## src/hdl/i2c_flag_ctrl_map.vh

```
`ifndef I2C_FLAG_CTRL_MAP_VH
`define I2C_FLAG_CTRL_MAP_VH

// Memory-mapped register addresses
`define ADDR_BUS_FLAG 16'hffab
`define ADDR_CLK_SEL 16'hff48
`define ADDR_FUNC_EXP 16'hffa9
`define ADDR_IF_CTRL 16'hffaa

// Reset values
`define RST_BUS_FLAG 8'h00
`define RST_CLK_SEL 8'h00
`define RST_FUNC_EXP 8'h00
`define RST_IF_CTRL 8'h00

// Bus flag register fields
`define BF_START_FAIL 7
`define BF_BUS_BUSY 6
`define BF_INIT_START 1
`define BF_RSV_DIS 0

// Interface control register fields
`define IC_ENABLE 7
`define IC_START_REQ 1

// Transfer clock select register fields
`define CS_CLK_LEVEL 5
`define CS_DATA_LEVEL 4
`define CS_SPEED_MODE 3
`define CS_FILTER 2
`define CS_DIV_HI 1
`define CS_DIV_LO 0
`define CS_WRITE_MASK 8'h0f

// Function expansion register fields
`define FX_CLK_EXP 0
`define FX_WRITE_MASK 8'h01

// Prescale counts of the selection clock
`define PRE_DIV2 3'h2
`define PRE_DIV4 3'h4

// Transfer clock divide ratios, selection clock cycles per bit
`define M_44 7'h2c
`define M_86 7'h56
`define M_66 7'h42
`define M_24 7'h18
`define M_18 7'h12
`define M_12 7'h0c

`endif

```

## src/hdl/xfer_clock_gen.v

```verilog
`timescale 1ns/1ps
`include "i2c_flag_ctrl_map.vh"

module xfer_clock_gen (
   input wire clock,        // System clock
   input wire reset,        // Synchronous reset, active high
   input wire run,          // Interface enabled
   input wire speed_mode,   // High-speed mode select
   input wire div_hi,       // Divider select upper bit
   input wire div_lo,       // Divider select lower bit
   input wire expansion,    // Clock expansion bit
   input wire ext_clk,      // External selection clock, sampled
   output reg xfer_clk,     // Transfer clock level
   output reg clk_valid     // Setting is legal and clock is running
);

   reg [2:0] pre_sel;
   reg use_ext;
   reg [6:0] ratio;
   reg legal;
   reg [2:0] pre_cnt_reg;
   reg ext_prev_reg;
   reg [5:0] half_cnt_reg;
   wire fw_tick;
   wire [5:0] half_last;

   // Selection clock source and divide ratio
   always @* begin
      pre_sel = `PRE_DIV2;
      use_ext = 1'b0;
      ratio = `M_44;
      legal = 1'b1;
      casez ({expansion, speed_mode, div_hi, div_lo})
         4'b0000: ratio = `M_44;
         4'b0001: ratio = `M_86;
         4'b0010: begin
            pre_sel = `PRE_DIV4;
            ratio = `M_86;
         end
         4'b0011: begin
            use_ext = 1'b1;
            ratio = `M_66;
         end
         4'b010?: ratio = `M_24;
         4'b0110: begin
            pre_sel = `PRE_DIV4;
            ratio = `M_24;
         end
         4'b0111: begin
            use_ext = 1'b1;
            ratio = `M_18;
         end
         4'b110?: ratio = `M_12;
         4'b1110: begin
            pre_sel = `PRE_DIV4;
            ratio = `M_12;
         end
         default: legal = 1'b0;
      endcase
   end

   assign fw_tick = use_ext ? (ext_clk & ~ext_prev_reg)
      : (pre_cnt_reg == pre_sel - 3'h1);
   assign half_last = ratio[6:1] - 6'h01;

   // Idle high so a stopped clock never looks like a bit edge
   always @(posedge clock) begin
      if (reset) begin
         pre_cnt_reg <= 3'h0;
         ext_prev_reg <= 1'b0;
         half_cnt_reg <= 6'h00;
         xfer_clk <= 1'b1;
         clk_valid <= 1'b0;
      end else begin
         ext_prev_reg <= ext_clk;
         clk_valid <= run & legal;
         if (!(run && legal)) begin
            pre_cnt_reg <= 3'h0;
            half_cnt_reg <= 6'h00;
            xfer_clk <= 1'b1;
         end else begin
            if (fw_tick || use_ext)
               pre_cnt_reg <= 3'h0;
            else
               pre_cnt_reg <= pre_cnt_reg + 3'h1;
            if (fw_tick) begin
               if (half_cnt_reg >= half_last) begin
                  half_cnt_reg <= 6'h00;
                  xfer_clk <= ~xfer_clk;
               end else begin
                  half_cnt_reg <= half_cnt_reg + 6'h01;
               end
            end
         end
      end
   end

endmodule // xfer_clock_gen

```

## src/hdl/i2c_flag_ctrl.v

```verilog
`timescale 1ns/1ps
`include "i2c_flag_ctrl_map.vh"

module i2c_flag_ctrl (
   input wire CLOCK,          // System clock, 10 MHz
   input wire RESET,          // Synchronous reset, active high
   input wire [15:0] ADDR,    // CPU address
   input wire [7:0] WDATA,    // CPU write data
   input wire WRITE,          // Write strobe, one cycle
   input wire READ,           // Read strobe, one cycle
   output reg [7:0] RDATA,    // Read data, valid cycle after READ
   input wire SCL_IN,         // Clock line level
   input wire SDA_IN,         // Data line level
   input wire EXT_CLK_IN,     // External selection clock
   output reg START_GEN,      // Request to drive a start condition
   output reg BUS_BUSY,       // Bus busy flag
   output reg START_FAIL,     // Start failure flag
   output reg IF_ENABLE,      // Interface enabled
   output wire XFER_CLK,      // Transfer clock
   output wire XFER_CLK_VALID // Transfer clock running
);

   ////////////////////////////////////////////////////////////////////////
   // State
   reg enable_reg;
   reg start_req_reg;
   reg [5:0] ctrl_misc_reg;
   reg fail_reg;
   reg busy_reg;
   reg init_start_reg;
   reg rsv_dis_reg;
   reg [3:0] clk_sel_reg;
   reg clk_exp_reg;
   reg scl_prev_reg;
   reg sda_prev_reg;
   reg [1:0] level_reg;

   reg enable_next;
   reg start_req_next;
   reg [5:0] ctrl_misc_next;
   reg fail_next;
   reg busy_next;
   reg init_start_next;
   reg rsv_dis_next;
   reg [3:0] clk_sel_next;
   reg clk_exp_next;
   reg [7:0] read_mux;

   wire wr_flag;
   wire wr_ctrl;
   wire wr_clk_sel;
   wire wr_exp;
   wire start_seen;
   wire stop_seen;
   wire enable_rise;
   wire req_write;
   wire clk_level;
   wire data_level;
   wire [1:0] line_in;

   ////////////////////////////////////////////////////////////////////////
   // Address decode
   assign wr_flag = WRITE && (ADDR == `ADDR_BUS_FLAG);
   assign wr_ctrl = WRITE && (ADDR == `ADDR_IF_CTRL);
   assign wr_clk_sel = WRITE && (ADDR == `ADDR_CLK_SEL);
   assign wr_exp = WRITE && (ADDR == `ADDR_FUNC_EXP);

   // Inputs already synchronous; one stage of history is enough
   assign start_seen = enable_reg && scl_prev_reg && SCL_IN
      && sda_prev_reg && !SDA_IN;
   assign stop_seen = enable_reg && scl_prev_reg && SCL_IN
      && !sda_prev_reg && SDA_IN;

   assign enable_rise = enable_next && !enable_reg;
   assign req_write = wr_ctrl && WDATA[`IC_START_REQ];

   assign line_in = {SCL_IN, SDA_IN};
   assign clk_level = level_reg[1];
   assign data_level = level_reg[0];

   // Level bits only mean something while running, so they are held
   // low whenever the interface is stopped
   genvar li;
   generate
      for (li = 0; li < 2; li = li + 1) begin : g_level
         always @(posedge CLOCK) begin
            if (RESET)
               level_reg[li] <= 1'b0;
            else
               level_reg[li] <= enable_next & line_in[li];
         end
      end
   endgenerate

   ////////////////////////////////////////////////////////////////////////
   // Next state
   always @* begin
      enable_next = enable_reg;
      start_req_next = start_req_reg;
      ctrl_misc_next = ctrl_misc_reg;
      fail_next = fail_reg;
      busy_next = busy_reg;
      init_start_next = init_start_reg;
      rsv_dis_next = rsv_dis_reg;
      clk_sel_next = clk_sel_reg;
      clk_exp_next = clk_exp_reg;

      if (wr_ctrl) begin
         enable_next = WDATA[`IC_ENABLE];
         ctrl_misc_next = {WDATA[6:2], WDATA[0]};
      end

      // Clock setup is stored as written; changing it mid-transfer is
      // the caller's hazard
      if (wr_clk_sel)
         clk_sel_next = WDATA[3:0];
      if (wr_exp)
         clk_exp_next = WDATA[`FX_CLK_EXP];

      // Start request: kept pending while the bus is busy and
      // reservation is on, so it fires once the bus is free
      if (req_write)
         start_req_next = 1'b1;
      else if (start_req_reg && start_seen)
         start_req_next = 1'b0;
      else if (start_req_reg && busy_reg && rsv_dis_reg)
         start_req_next = 1'b0;
      if (!enable_next)
         start_req_next = 1'b0;

      // Failure flag; a request write or a disable in the same cycle wins over a failure
      if (req_write)
         fail_next = 1'b0;
      if (!enable_next)
         fail_next = 1'b0;
      // A stopped interface never shows a failure
      if (enable_next && start_req_reg && !req_write
          && busy_reg && rsv_dis_reg)
         fail_next = 1'b1;

      // Initial start: software sets it while off, a stop clears it
      if (stop_seen)
         init_start_next = 1'b0;
      if (wr_flag && !enable_reg)
         init_start_next = WDATA[`BF_INIT_START];
      if (wr_flag && !enable_reg)
         rsv_dis_next = WDATA[`BF_RSV_DIS];

      // Bus busy
      if (start_seen)
         busy_next = 1'b1;
      if (stop_seen)
         busy_next = 1'b0;
      if (enable_rise && !init_start_reg)
         busy_next = 1'b1;
      if (enable_rise && init_start_reg)
         busy_next = 1'b0;
      if (!enable_next)
         busy_next = 1'b0;
   end

   ////////////////////////////////////////////////////////////////////////
   // Registers
   always @(posedge CLOCK) begin
      if (RESET) begin
         enable_reg <= 1'b0;
         start_req_reg <= 1'b0;
         ctrl_misc_reg <= 6'h00;
         fail_reg <= 1'b0;
         busy_reg <= 1'b0;
         init_start_reg <= 1'b0;
         rsv_dis_reg <= 1'b0;
         clk_sel_reg <= 4'h0;
         clk_exp_reg <= 1'b0;
         scl_prev_reg <= 1'b1;
         sda_prev_reg <= 1'b1;
      end else begin
         enable_reg <= enable_next;
         start_req_reg <= start_req_next;
         ctrl_misc_reg <= ctrl_misc_next;
         fail_reg <= fail_next;
         busy_reg <= busy_next;
         init_start_reg <= init_start_next;
         rsv_dis_reg <= rsv_dis_next;
         clk_sel_reg <= clk_sel_next;
         clk_exp_reg <= clk_exp_next;
         scl_prev_reg <= SCL_IN;
         sda_prev_reg <= SDA_IN;
      end
   end

   ////////////////////////////////////////////////////////////////////////
   // Outputs
   always @(posedge CLOCK) begin
      if (RESET) begin
         START_GEN <= 1'b0;
         BUS_BUSY <= 1'b0;
         START_FAIL <= 1'b0;
         IF_ENABLE <= 1'b0;
      end else begin
         // Start only on a released bus
         START_GEN <= start_req_next && !busy_next;
         BUS_BUSY <= busy_next;
         START_FAIL <= fail_next;
         IF_ENABLE <= enable_next;
      end
   end

   ////////////////////////////////////////////////////////////////////////
   // Read path, unmapped addresses read zero
   always @* begin
      case (ADDR)
         `ADDR_BUS_FLAG:
            read_mux = {fail_reg, busy_reg, 4'h0,
                        init_start_reg, rsv_dis_reg};
         `ADDR_IF_CTRL:
            read_mux = {enable_reg, ctrl_misc_reg[5:1],
                        start_req_reg, ctrl_misc_reg[0]};
         `ADDR_CLK_SEL:
            read_mux = {2'h0, clk_level, data_level, clk_sel_reg};
         `ADDR_FUNC_EXP:
            read_mux = {7'h00, clk_exp_reg};
         default:
            read_mux = 8'h00;
      endcase
   end

   always @(posedge CLOCK) begin
      if (RESET)
         RDATA <= 8'h00;
      else if (READ)
         RDATA <= read_mux;
   end

   ////////////////////////////////////////////////////////////////////////
   // Transfer clock
   xfer_clock_gen u_clock (
      .clock(CLOCK),
      .reset(RESET),
      .run(enable_reg),
      .speed_mode(clk_sel_reg[`CS_SPEED_MODE]),
      .div_hi(clk_sel_reg[`CS_DIV_HI]),
      .div_lo(clk_sel_reg[`CS_DIV_LO]),
      .expansion(clk_exp_reg),
      .ext_clk(EXT_CLK_IN),
      .xfer_clk(XFER_CLK),
      .clk_valid(XFER_CLK_VALID)
   );

endmodule // i2c_flag_ctrl

```

## config.mk

```make
export PLATFORM = sky130hd
export DESIGN_NAME = i2c_flag_ctrl
export DESIGN_NICKNAME = d
export VERILOG_FILES = /design/src/hdl/xfer_clock_gen.v /design/src/hdl/i2c_flag_ctrl.v
export VERILOG_INCLUDE_DIRS = /design/src /design/src/hdl
export SDC_FILE = /design/constraint.sdc
export NUM_CORES = 1
export LEC_CHECK = 0
export CORE_UTILIZATION = 30
export CTS_CLUSTER_DIAMETER = 30
export DETAILED_ROUTE_END_ITERATION = 6
export DONT_BUFFER_PORTS = 1
export PLACE_DENSITY = 0.46
export SLEW_MARGIN = 20
export SYNTH_ARGS = -nofsm -noshare
export SYNTH_HDL_FRONTEND = slang
export SYNTH_HIERARCHICAL = 1
export SYNTH_SLANG_ARGS = --single-unit
```

## constraint.sdc

```tcl
create_clock -name CLOCK -period 2.4 [get_ports CLOCK]
set_input_delay 0.12 -clock CLOCK [delete_from_list [all_inputs] [get_ports CLOCK]]
set_output_delay 0.12 -clock CLOCK [all_outputs]
set_load 0.05 [all_outputs]
```

==> reports/metrics.cfg, run 1 <==
[outcome]
status = finished, final reports clean

[sta]
relSlewSlack = 0.414
tightest_slew_ps = 877
hold_viol_final = 0
setup_viol = 0
rsz0062_at_grt = true
fin_crit_ps = 2330
min_period_over_period = 0.972
finClkSkew_ps = 12.3
fmax_mhz = 429
drv_slew = 0

[synth]
synth_area_leaders = dfxtp_1 (37%), a21oi_1 (6.2%), o21ai_0 (5.1%), ha_1 (5.0%), nand3_1 (4.4%)
synth-edff-count = 0
yosys-top-cells-count = dfxtp_1 (42), a21oi_1 (28), o21ai_0 (23), nand3_1 (20), nand2_1 (17)
yosys_warnings = 6
ys_seq_area_frac = 0.370
yosysTopAreaCell = dfxtp_1
yosys_most_used_dff = dfxtp_1
netlist_area_mm2 = 0.00227
ys_ff_latch = 42
synth.top_cell.area_share = 0.370
yosys.cell_types.count = 65
syn_nets = 299
synth.avg_cell_area_um2 = 8.78
synthMuxAreaShare = 0.0143
netlist_instances = 259
synthXorXnorAreaFrac = 0.00771
synth_simple_gate_area_frac = 0.260
synthArstFlopShare = 0
yosys.area_share.adder = 0.0495
yosysMostFrequentCell = dfxtp_1
synth_top_family_by_area = simple AND/OR/NAND/NOR gates
synth_compound_area_frac = 0.259

[finish]
final_layout_size_suffix_gt1_frac = 0.182
syn_to_final_growth_pct = 20.9
fin_area_mm2 = 0.00275
fin_nets = 325
n_antenna_cell = 0
fin_util = 0.377
largest_reg_flops = 8

[setup_path]
cp.arrival_ps = 2550
cp_common_cell = a21oi_2
critPathLaunch = clk_exp_reg
crit_family = compound AO/OA/AOI/OAI gates
worstPathRequired_ps = 2620
worstPathMaxFanout = 6
r2r_slack_ps = 70
cpPeakStageDelay_ps = 370
cp_num_buf_inv = 0
rr_startpoint = clk_exp_reg
cp-start-kind = register
crit_path_end_kind = register
path_cells = and3b_2 -> a21oi_2 -> ha_2 -> a21oi_2 -> o22a_1 -> ha_4 -> a211o_1 -> a21oi_2 -> o21a_2 -> nand2_2 -> o31ai_1
slowest_stage = dfxtp_4
path_class = register to register

[floorplan]
die_width_um = 89.1
ioPinCount = 45
start_util = 0.312
die_h_um = 89.1
core_mm2 = 0.00729
die_area_mm2 = 0.00793
num_rows = 31

[placed_design]
place_hpwl_mm = 4.28
portBuffers = 0
place_area_mm2 = 0.00243
place.gp.congestion = 0.798

[detailed_routing]
drt_iter0_drc = 122
vias = 2056
drt-total-wl_mm = 6.04
post-route-drc-count = 0
first_pass_iters = 4
via_per_inst = 5.34
wire_per_inst_um = 15.7
ant_nets = 0

[global_routing]
antenna_found_initial = 0
grt_pass1_wl_mm = 9.49
grt_pass1_vias = 1914
grtUsageTotal = 0.157
grt_max_degree = 23
overflow = 0

[job]
cap_viol_max_count = 0

[clock_tree]
clkSinkCount = 42
clkLatencyLatePin_ps = 300
cts_buffers = 5
cts_tree = yes
root_buffer = clkbuf_8
path_clk_slew_ps = 90
htree_levels = 2
cts_max_path_buffers = 2

[power_and_ir_drop]
p_per_area_mw_per_mm2 = 456
irDropWorstVdd_v = 0.000192
p_leak_uw = 0.000882

[worst_hold_path]
hp-class = input pin to register
min_from = RESET

-- placed cells by master, fill, tap and decap left out, drive strengths merged, types with 3 or more instances in the layout --
master / synthesis / final
a32oi: 4 / 4
nor4: 3 / 3
buf: 8 / 12
dfxtp: 42 / 42
a31oi: 3 / 3
nor3b: 3 / 3
nor2b: 7 / 7
clkbuf: 4 / 6
nor2: 9 / 9
o21ai: 26 / 26
nand2: 17 / 17
dlygate4sd3: 0 / 19
nand2b: 7 / 7
a21oi: 28 / 28
a2111oi: 3 / 3
ha: 9 / 9
nand3: 20 / 20
nand4: 8 / 8
inv: 7 / 7
and3b: 3 / 3
or3: 4 / 4
o31ai: 4 / 4
-- per-stage QoR --
step	cells	setup TNS [ps]	hold slack, ps	power [µW]	worst slack, ps
after global placement	358	0	190	747	45.6
final	385	0	15.8	1250	66.5
after CTS	385	0	4.29	1270	4.92
after global routing	385	-243	10.0	1310	-61.5
after floorplan	259	0	192	754	6.86
after detailed placement	358	-37.2	190	747	-37.2
-- worst paths after layout --
path                                                end  cells after the start
worst max-delay path            u_clock/half_cnt_reg[0]                     11
worst min-delay path                           BUS_BUSY                      2
worst max register to register  u_clock/half_cnt_reg[0]                     11
worst min register to register   u_clock/pre_cnt_reg[0]                      1
-- what timing repair did --
action / CTS / global route
endpoints found under the setup margin: 1 / 7
endpoints found under the hold margin: 22 / 0
buffers inserted: 0 / 0
pin swaps: 0 / 3
resized for setup: 2 / 7
hold buffers: 19 / 0
-- power breakdown --
group          switching (µW)  total (µW)  internal (µW)
logic                    31.2        61.7           30.5
clock network             259         491            232
registers                1.33         699            698
total                     292        1250            960
-- logic make-up (layout without fill, tap and decap cells) --
logic type	Yosys count	in the layout
AND/OR/NAND/NOR	97	97
AO/OA/AOI/OAI	87	87
flip-flops	42	42
buffers and inverters	19	46
adder cells (fa/ha/maj)	9	9
multiplexers	3	3
XOR/XNOR	2	2
-- final cells by class --
| type | count | area, µm² |
|---|---|---|
| Fill cell | 811 | 4540 |
| Tap cell | 99 | 124 |
| Clock inverter | 2 | 12.5 |
| Inverter | 7 | 26.3 |
| Clock buffer | 6 | 82.6 |
| Sequential cell | 42 | 846 |
| Multi-Input combinational cell | 198 | 1380 |
| Timing Repair Buffer | 31 | 280 |
-- metal layers --
layer	global-route usage	up-vias	share of wire
met3	0.0342	2	0.044
li1	-	1032	-
met4	0.0433	0	0.0031
met5	0	-	0
met1	0.214	977	0.48
met2	0.253	45	0.47
Note: power is estimated with default switching activity, not from simulation.
==> run 2, diff against run 1 <==
--- a/config.mk
+++ b/config.mk
@@ -6,11 +6,11 @@
 export SDC_FILE = /design/constraint.sdc
 export NUM_CORES = 1
 export LEC_CHECK = 0
-export CORE_UTILIZATION = 30
+export CORE_UTILIZATION = 57
 export CTS_CLUSTER_DIAMETER = 30
 export DETAILED_ROUTE_END_ITERATION = 6
 export DONT_BUFFER_PORTS = 1
-export PLACE_DENSITY = 0.46
+export PLACE_DENSITY = 0.76
 export SLEW_MARGIN = 20
 export SYNTH_ARGS = -nofsm -noshare
 export SYNTH_HDL_FRONTEND = slang
==> run 2 against run 1 <==
Cell count decreased by 13%. Cell area decreased by 0.91%. Highest routed layer unchanged. Critical path type unchanged. Sequential power about the same. Flip-flop and latch count unchanged. Total power increased by 4.3%. Via count increased by 2.4%. Hold slack improved by 5.7 ps. Clock skew decreased by 4.6 ps. Non-clock buffer count increased by 1. Register-to-register slack improved by 20 ps. Die area decreased by 46%. First-iteration DRC count increased by 9.8%. Largest power group unchanged.
==> reports/metrics.cfg, run 2 (same netlist as run 1, synthesis figures left out) <==
[global_routing]
grt_pass1_wl_mm = 8.99
antenna_found_initial = 0
overflow = 0
grt_max_degree = 24
grt_pass1_vias = 1983
grtUsageTotal = 0.279

[floorplan]
ioPinCount = 45
start_util = 0.607
die_width_um = 65.2
core_mm2 = 0.00374
num_rows = 22
die_area_mm2 = 0.00425
die_h_um = 65.2

[worst_hold_path]
whs_path_depth = 2
hp-class = input pin to register
min_from = WDATA[7]
hold_end = START_FAIL

[finish]
n_antenna_cell = 0
largest_reg_flops = 8
final_cell_mix = dfxtp_1 (40), a21oi_1 (25), o21ai_0 (22)
finalNonFillerCells = 335
fin_nets = 326
final_layout_size_suffix_gt1_frac = 0.185
fin_util = 0.727
fin_area_mm2 = 0.00272
syn_to_final_growth_pct = 19.8
layout_commonest_cell = dfxtp_1

[detailed_routing]
vias = 2105
post-route-drc-count = 0
drt_iter0_drc = 134
first_pass_iters = 4
wire_per_inst_um = 16.8
via_per_inst = 6.28
drt-total-wl_mm = 5.63
ant_nets = 0

[clock_tree]
htree_levels = 2
root_buffer = clkbuf_8
clkSinkCount = 42
cts_buffers = 5
cts_tree = yes
clkLatencyLatePin_ps = 290
path_clk_slew_ps = 80
cts_max_path_buffers = 2

[setup_path]
worstPathMaxFanout = 6
cp-start-kind = register
r2r_slack_ps = 90
worstPathRequired_ps = 2610
r2r_end = u_clock/half_cnt_reg[0]
path_class = register to register
crit_path_end_kind = register
r2r_cells = 11
rr_startpoint = clk_sel_reg[1]
cp.arrival_ps = 2530

[placed_design]
place.gp.congestion = 0.824
place_area_mm2 = 0.00235
place_inst = 304
portBuffers = 0
place_hpwl_mm = 3.80

[sta]
fin_crit_ps = 2310
min_period_over_period = 0.963
setup_tns_ps = 0
drv_slew = 0
setup_viol = 0
hold_viol_final = 0
relSlewSlack = 0.427
finClkSkew_ps = 7.66
tightest_slew_ps = 857
fmax_mhz = 433

[power_and_ir_drop]
irDropWorstVdd_v = 0.000365
p_leak_uw = 0.000896
p_per_area_mw_per_mm2 = 479

[job]
cap_viol_max_count = 0

[outcome]
status = finished, final reports clean

==> run 2: repair_timing <==
item / in CTS / in global routing
endpoints found under the setup margin: 4 / 7
hold endpoints to repair: 24 / 0
pin swaps: 0 / 1
hold buffers: 19 / 0
buffers inserted: 1 / 3
resized for setup: 3 / 9
==> run 2: layer usage <==
metal / part of all wire / GRT usage / vias up / wire length, µm
met2: 0.49 / 0.475 / 83 / 2760
met5: 0 / 0 / - / 0
met3: 0.061 / 0.0816 / 8 / 341
met4: 0.017 / 0.109 / 0 / 94
li1: - / - / 1037 / -
met1: 0.43 / 0.328 / 977 / 2430
==> run 2: layout make-up <==
class | count | area [µm²]
Fill cell | 310 | 1020
Tap cell | 48 | 60.1
Clock inverter | 1 | 30.0
Sequential cell | 42 | 846
Inverter | 7 | 26.3
Clock buffer | 7 | 76.3
Multi-Input combinational cell | 198 | 1400
Timing Repair Buffer | 32 | 288
==> run 2: per-stage QoR <==
stage	hold WS, ps	power, µW	setup slack (ps)
after floorplan	192	754	6.86
after global placement	186	746	51.9
after detailed placement	191	747	-68.5
after CTS	10.6	1310	19.5
after global routing	16.9	1360	-34.7
final	21.4	1310	88.8
==> run 2: worst max-delay path: stages, from the launching register on <==
cell and delay [ps]:
dfxtp_1 380, nand2_1 120, a21oi_1 210, ha_2 230
a21oi_2 60, o22a_1 230, ha_4 170, a211o_1 240
a21oi_2 140, o21a_2 200, nand2_2 90, o31ai_2 170
==> run 2: report_power, final <==
group          switching (µW)  total, µW  internal, µW
clock network             235        547           311
logic                    30.1       59.5          29.3
registers                1.38        699           698
==> run 2: worst max-delay path by stage <==
| stage | startpoint | end | depth (start not counted) |
|---|---|---|---|
| 6_report | clk_sel_reg[1] | u_clock/half_cnt_reg[0] | 11 |
| 5_1_grt | clk_sel_reg[1] | u_clock/half_cnt_reg[0] | 11 |
| 4_1_cts | clk_exp_reg | u_clock/half_cnt_reg[3] | 10 |
| 3_5_place_dp | clk_exp_reg | u_clock/half_cnt_reg[0] | 11 |
| 3_3_place_gp | clk_exp_reg | u_clock/half_cnt_reg[0] | 11 |
| 2_1_floorplan | clk_exp_reg | u_clock/half_cnt_reg[0] | 11 |
==> run 3, diff against run 2 <==
--- a/config.mk
+++ b/config.mk
@@ -10,6 +10,7 @@
 export CTS_CLUSTER_DIAMETER = 30
 export DETAILED_ROUTE_END_ITERATION = 6
 export DONT_BUFFER_PORTS = 1
+export HOLD_SLACK_MARGIN = 0.15
 export PLACE_DENSITY = 0.76
 export SLEW_MARGIN = 20
 export SYNTH_ARGS = -nofsm -noshare
==> run 3 against run 2 <==
Largest cell class unchanged. Fmax shrank 0.13%. Sequential power is essentially flat. Cell area grew 0.74%.
==> reports/metrics.cfg, run 3 (same netlist as run 1, synthesis figures left out) <==
[floorplan]
core_mm2 = 0.00374
die_width_um = 65.2
die_h_um = 65.2
start_util = 0.607
die_area_mm2 = 0.00425
ioPinCount = 45
num_rows = 22

[outcome]
status = finished, final reports clean

[sta]
setup_viol = 0
fin_ws_ps = 85.9
min_period_over_period = 0.964
fmax_mhz = 432
tightest_slew_ps = 961
hold_viol_final = 0
finClkSkew_ps = 7.95
relSlewSlack = 0.357
drv_slew = 0
fin_crit_ps = 2310

[detailed_routing]
via_per_inst = 6.31
wire_per_inst_um = 17.0
first_pass_iters = 5
vias = 2128
drt_iter0_drc = 178
post-route-drc-count = 0
drt-total-wl_mm = 5.74
ant_nets = 0

[setup_path]
cp_num_buf_inv = 0
cp-start-kind = register
path_cells = nand2_1 -> a21oi_1 -> ha_2 -> a21oi_2 -> o22a_1 -> ha_4 -> a211o_1 -> a21oi_2 -> o21a_2 -> nand2_2 -> o31ai_2
cpPeakStageDelay_ps = 380
slowest_stage = dfxtp_1
worstPathMaxFanout = 6
worstPathRequired_ps = 2620
crit_family = compound AO/OA/AOI/OAI gates
crit_path_end_kind = register
path_class = register to register
cp_common_cell = a21oi_2
cp.arrival_ps = 2530

[clock_tree]
cts_buffers = 5
clkSinkCount = 42
htree_levels = 2
path_clk_slew_ps = 80
cts_max_path_buffers = 2
root_buffer = clkbuf_8
cts_tree = yes
clkLatencyLatePin_ps = 290

[global_routing]
overflow = 0
grt_pass1_vias = 2021
grt_pass1_wl_mm = 9.05
grt_max_degree = 27
grtUsageTotal = 0.279
antenna_found_initial = 0

[finish]
largest_reg_flops = 8
finalNonFillerCells = 337
fin_nets = 328
layout_commonest_cell = dfxtp_1
final_cell_mix = dfxtp_1 (40), a21oi_1 (25), o21ai_0 (22)
syn_to_final_growth_pct = 20.6
final_layout_size_suffix_gt1_frac = 0.183
fin_area_mm2 = 0.00274
fin_util = 0.733
n_antenna_cell = 0
n_fill_cell = 302

[power_and_ir_drop]
p_leak_uw = 0.000907
irDropWorstVdd_v = 0.000364
p_total_uw = 1310
p_per_area_mw_per_mm2 = 478

[job]
cap_viol_max_count = 0

[placed_design]
place_hpwl_mm = 3.80
place_ws_ps = -68.5
portBuffers = 0
place_inst = 304
place_area_mm2 = 0.00235
place.gp.congestion = 0.824

[worst_hold_path]
hp-class = input pin to register

## run 3: report_power, final
group	switching [µW]	internal [µW]
logic	32.0	30.4
clock network	237	311
registers	1.37	698
## run 3: repair_timing
item,CTS,global route
hold buffers,21,0
pin swaps,0,1
endpoints found under the setup margin,4,7
gates cloned,0,0
gates resized for setup,3,9
buffers inserted,1,3
hold endpoints to repair,31,0
## run 3: layout make-up
cell class              instances  area, µm²  area share
multi-input cells             198       1400       0.509
well taps                      48       60.1      0.0219
clock buffers                   7       76.3      0.0278
repair buffers                 34        308       0.112
flip-flops and latches         42        846       0.308
inverters                       7       26.3     0.00958
clock inverters                 1       30.0      0.0109
## run 3: layer usage
layer | track usage | vias up | wire length (µm)
met3 | 0.0764 | 10 | 420
met2 | 0.477 | 91 | 2820
li1 | - | 1035 | -
met4 | 0.114 | 0 | 104
met5 | 0 | - | 0
met1 | 0.329 | 992 | 2390
## run 3: through the flow
stage | setup TNS (ps) | hold slack [ps]
floorplan | 0 | 192
global placement | 0 | 186
detailed placement | -73.0 | 191
CTS | 0 | 159
global route | -170 | 173
finish | 0 | 169
## run 3: path summary, 6_finish.rpt
path / startpoint / to / cells after the start / slack (ps)
worst min-delay path: ADDR[0] / RDATA[0] / 3 / 170
worst max-delay path: clk_sel_reg[1] / u_clock/half_cnt_reg[0] / 11 / 90
worst min register to register: u_clock/pre_cnt_reg[0] / u_clock/pre_cnt_reg[0] / 1 / 470
worst max register to register: clk_sel_reg[1] / u_clock/half_cnt_reg[0] / 11 / 90
## run 3: tightest hold or removal path, cell delays in order
cell,delay [ps]
a22o_1,120
a22oi_1,60
o21ai_0,130
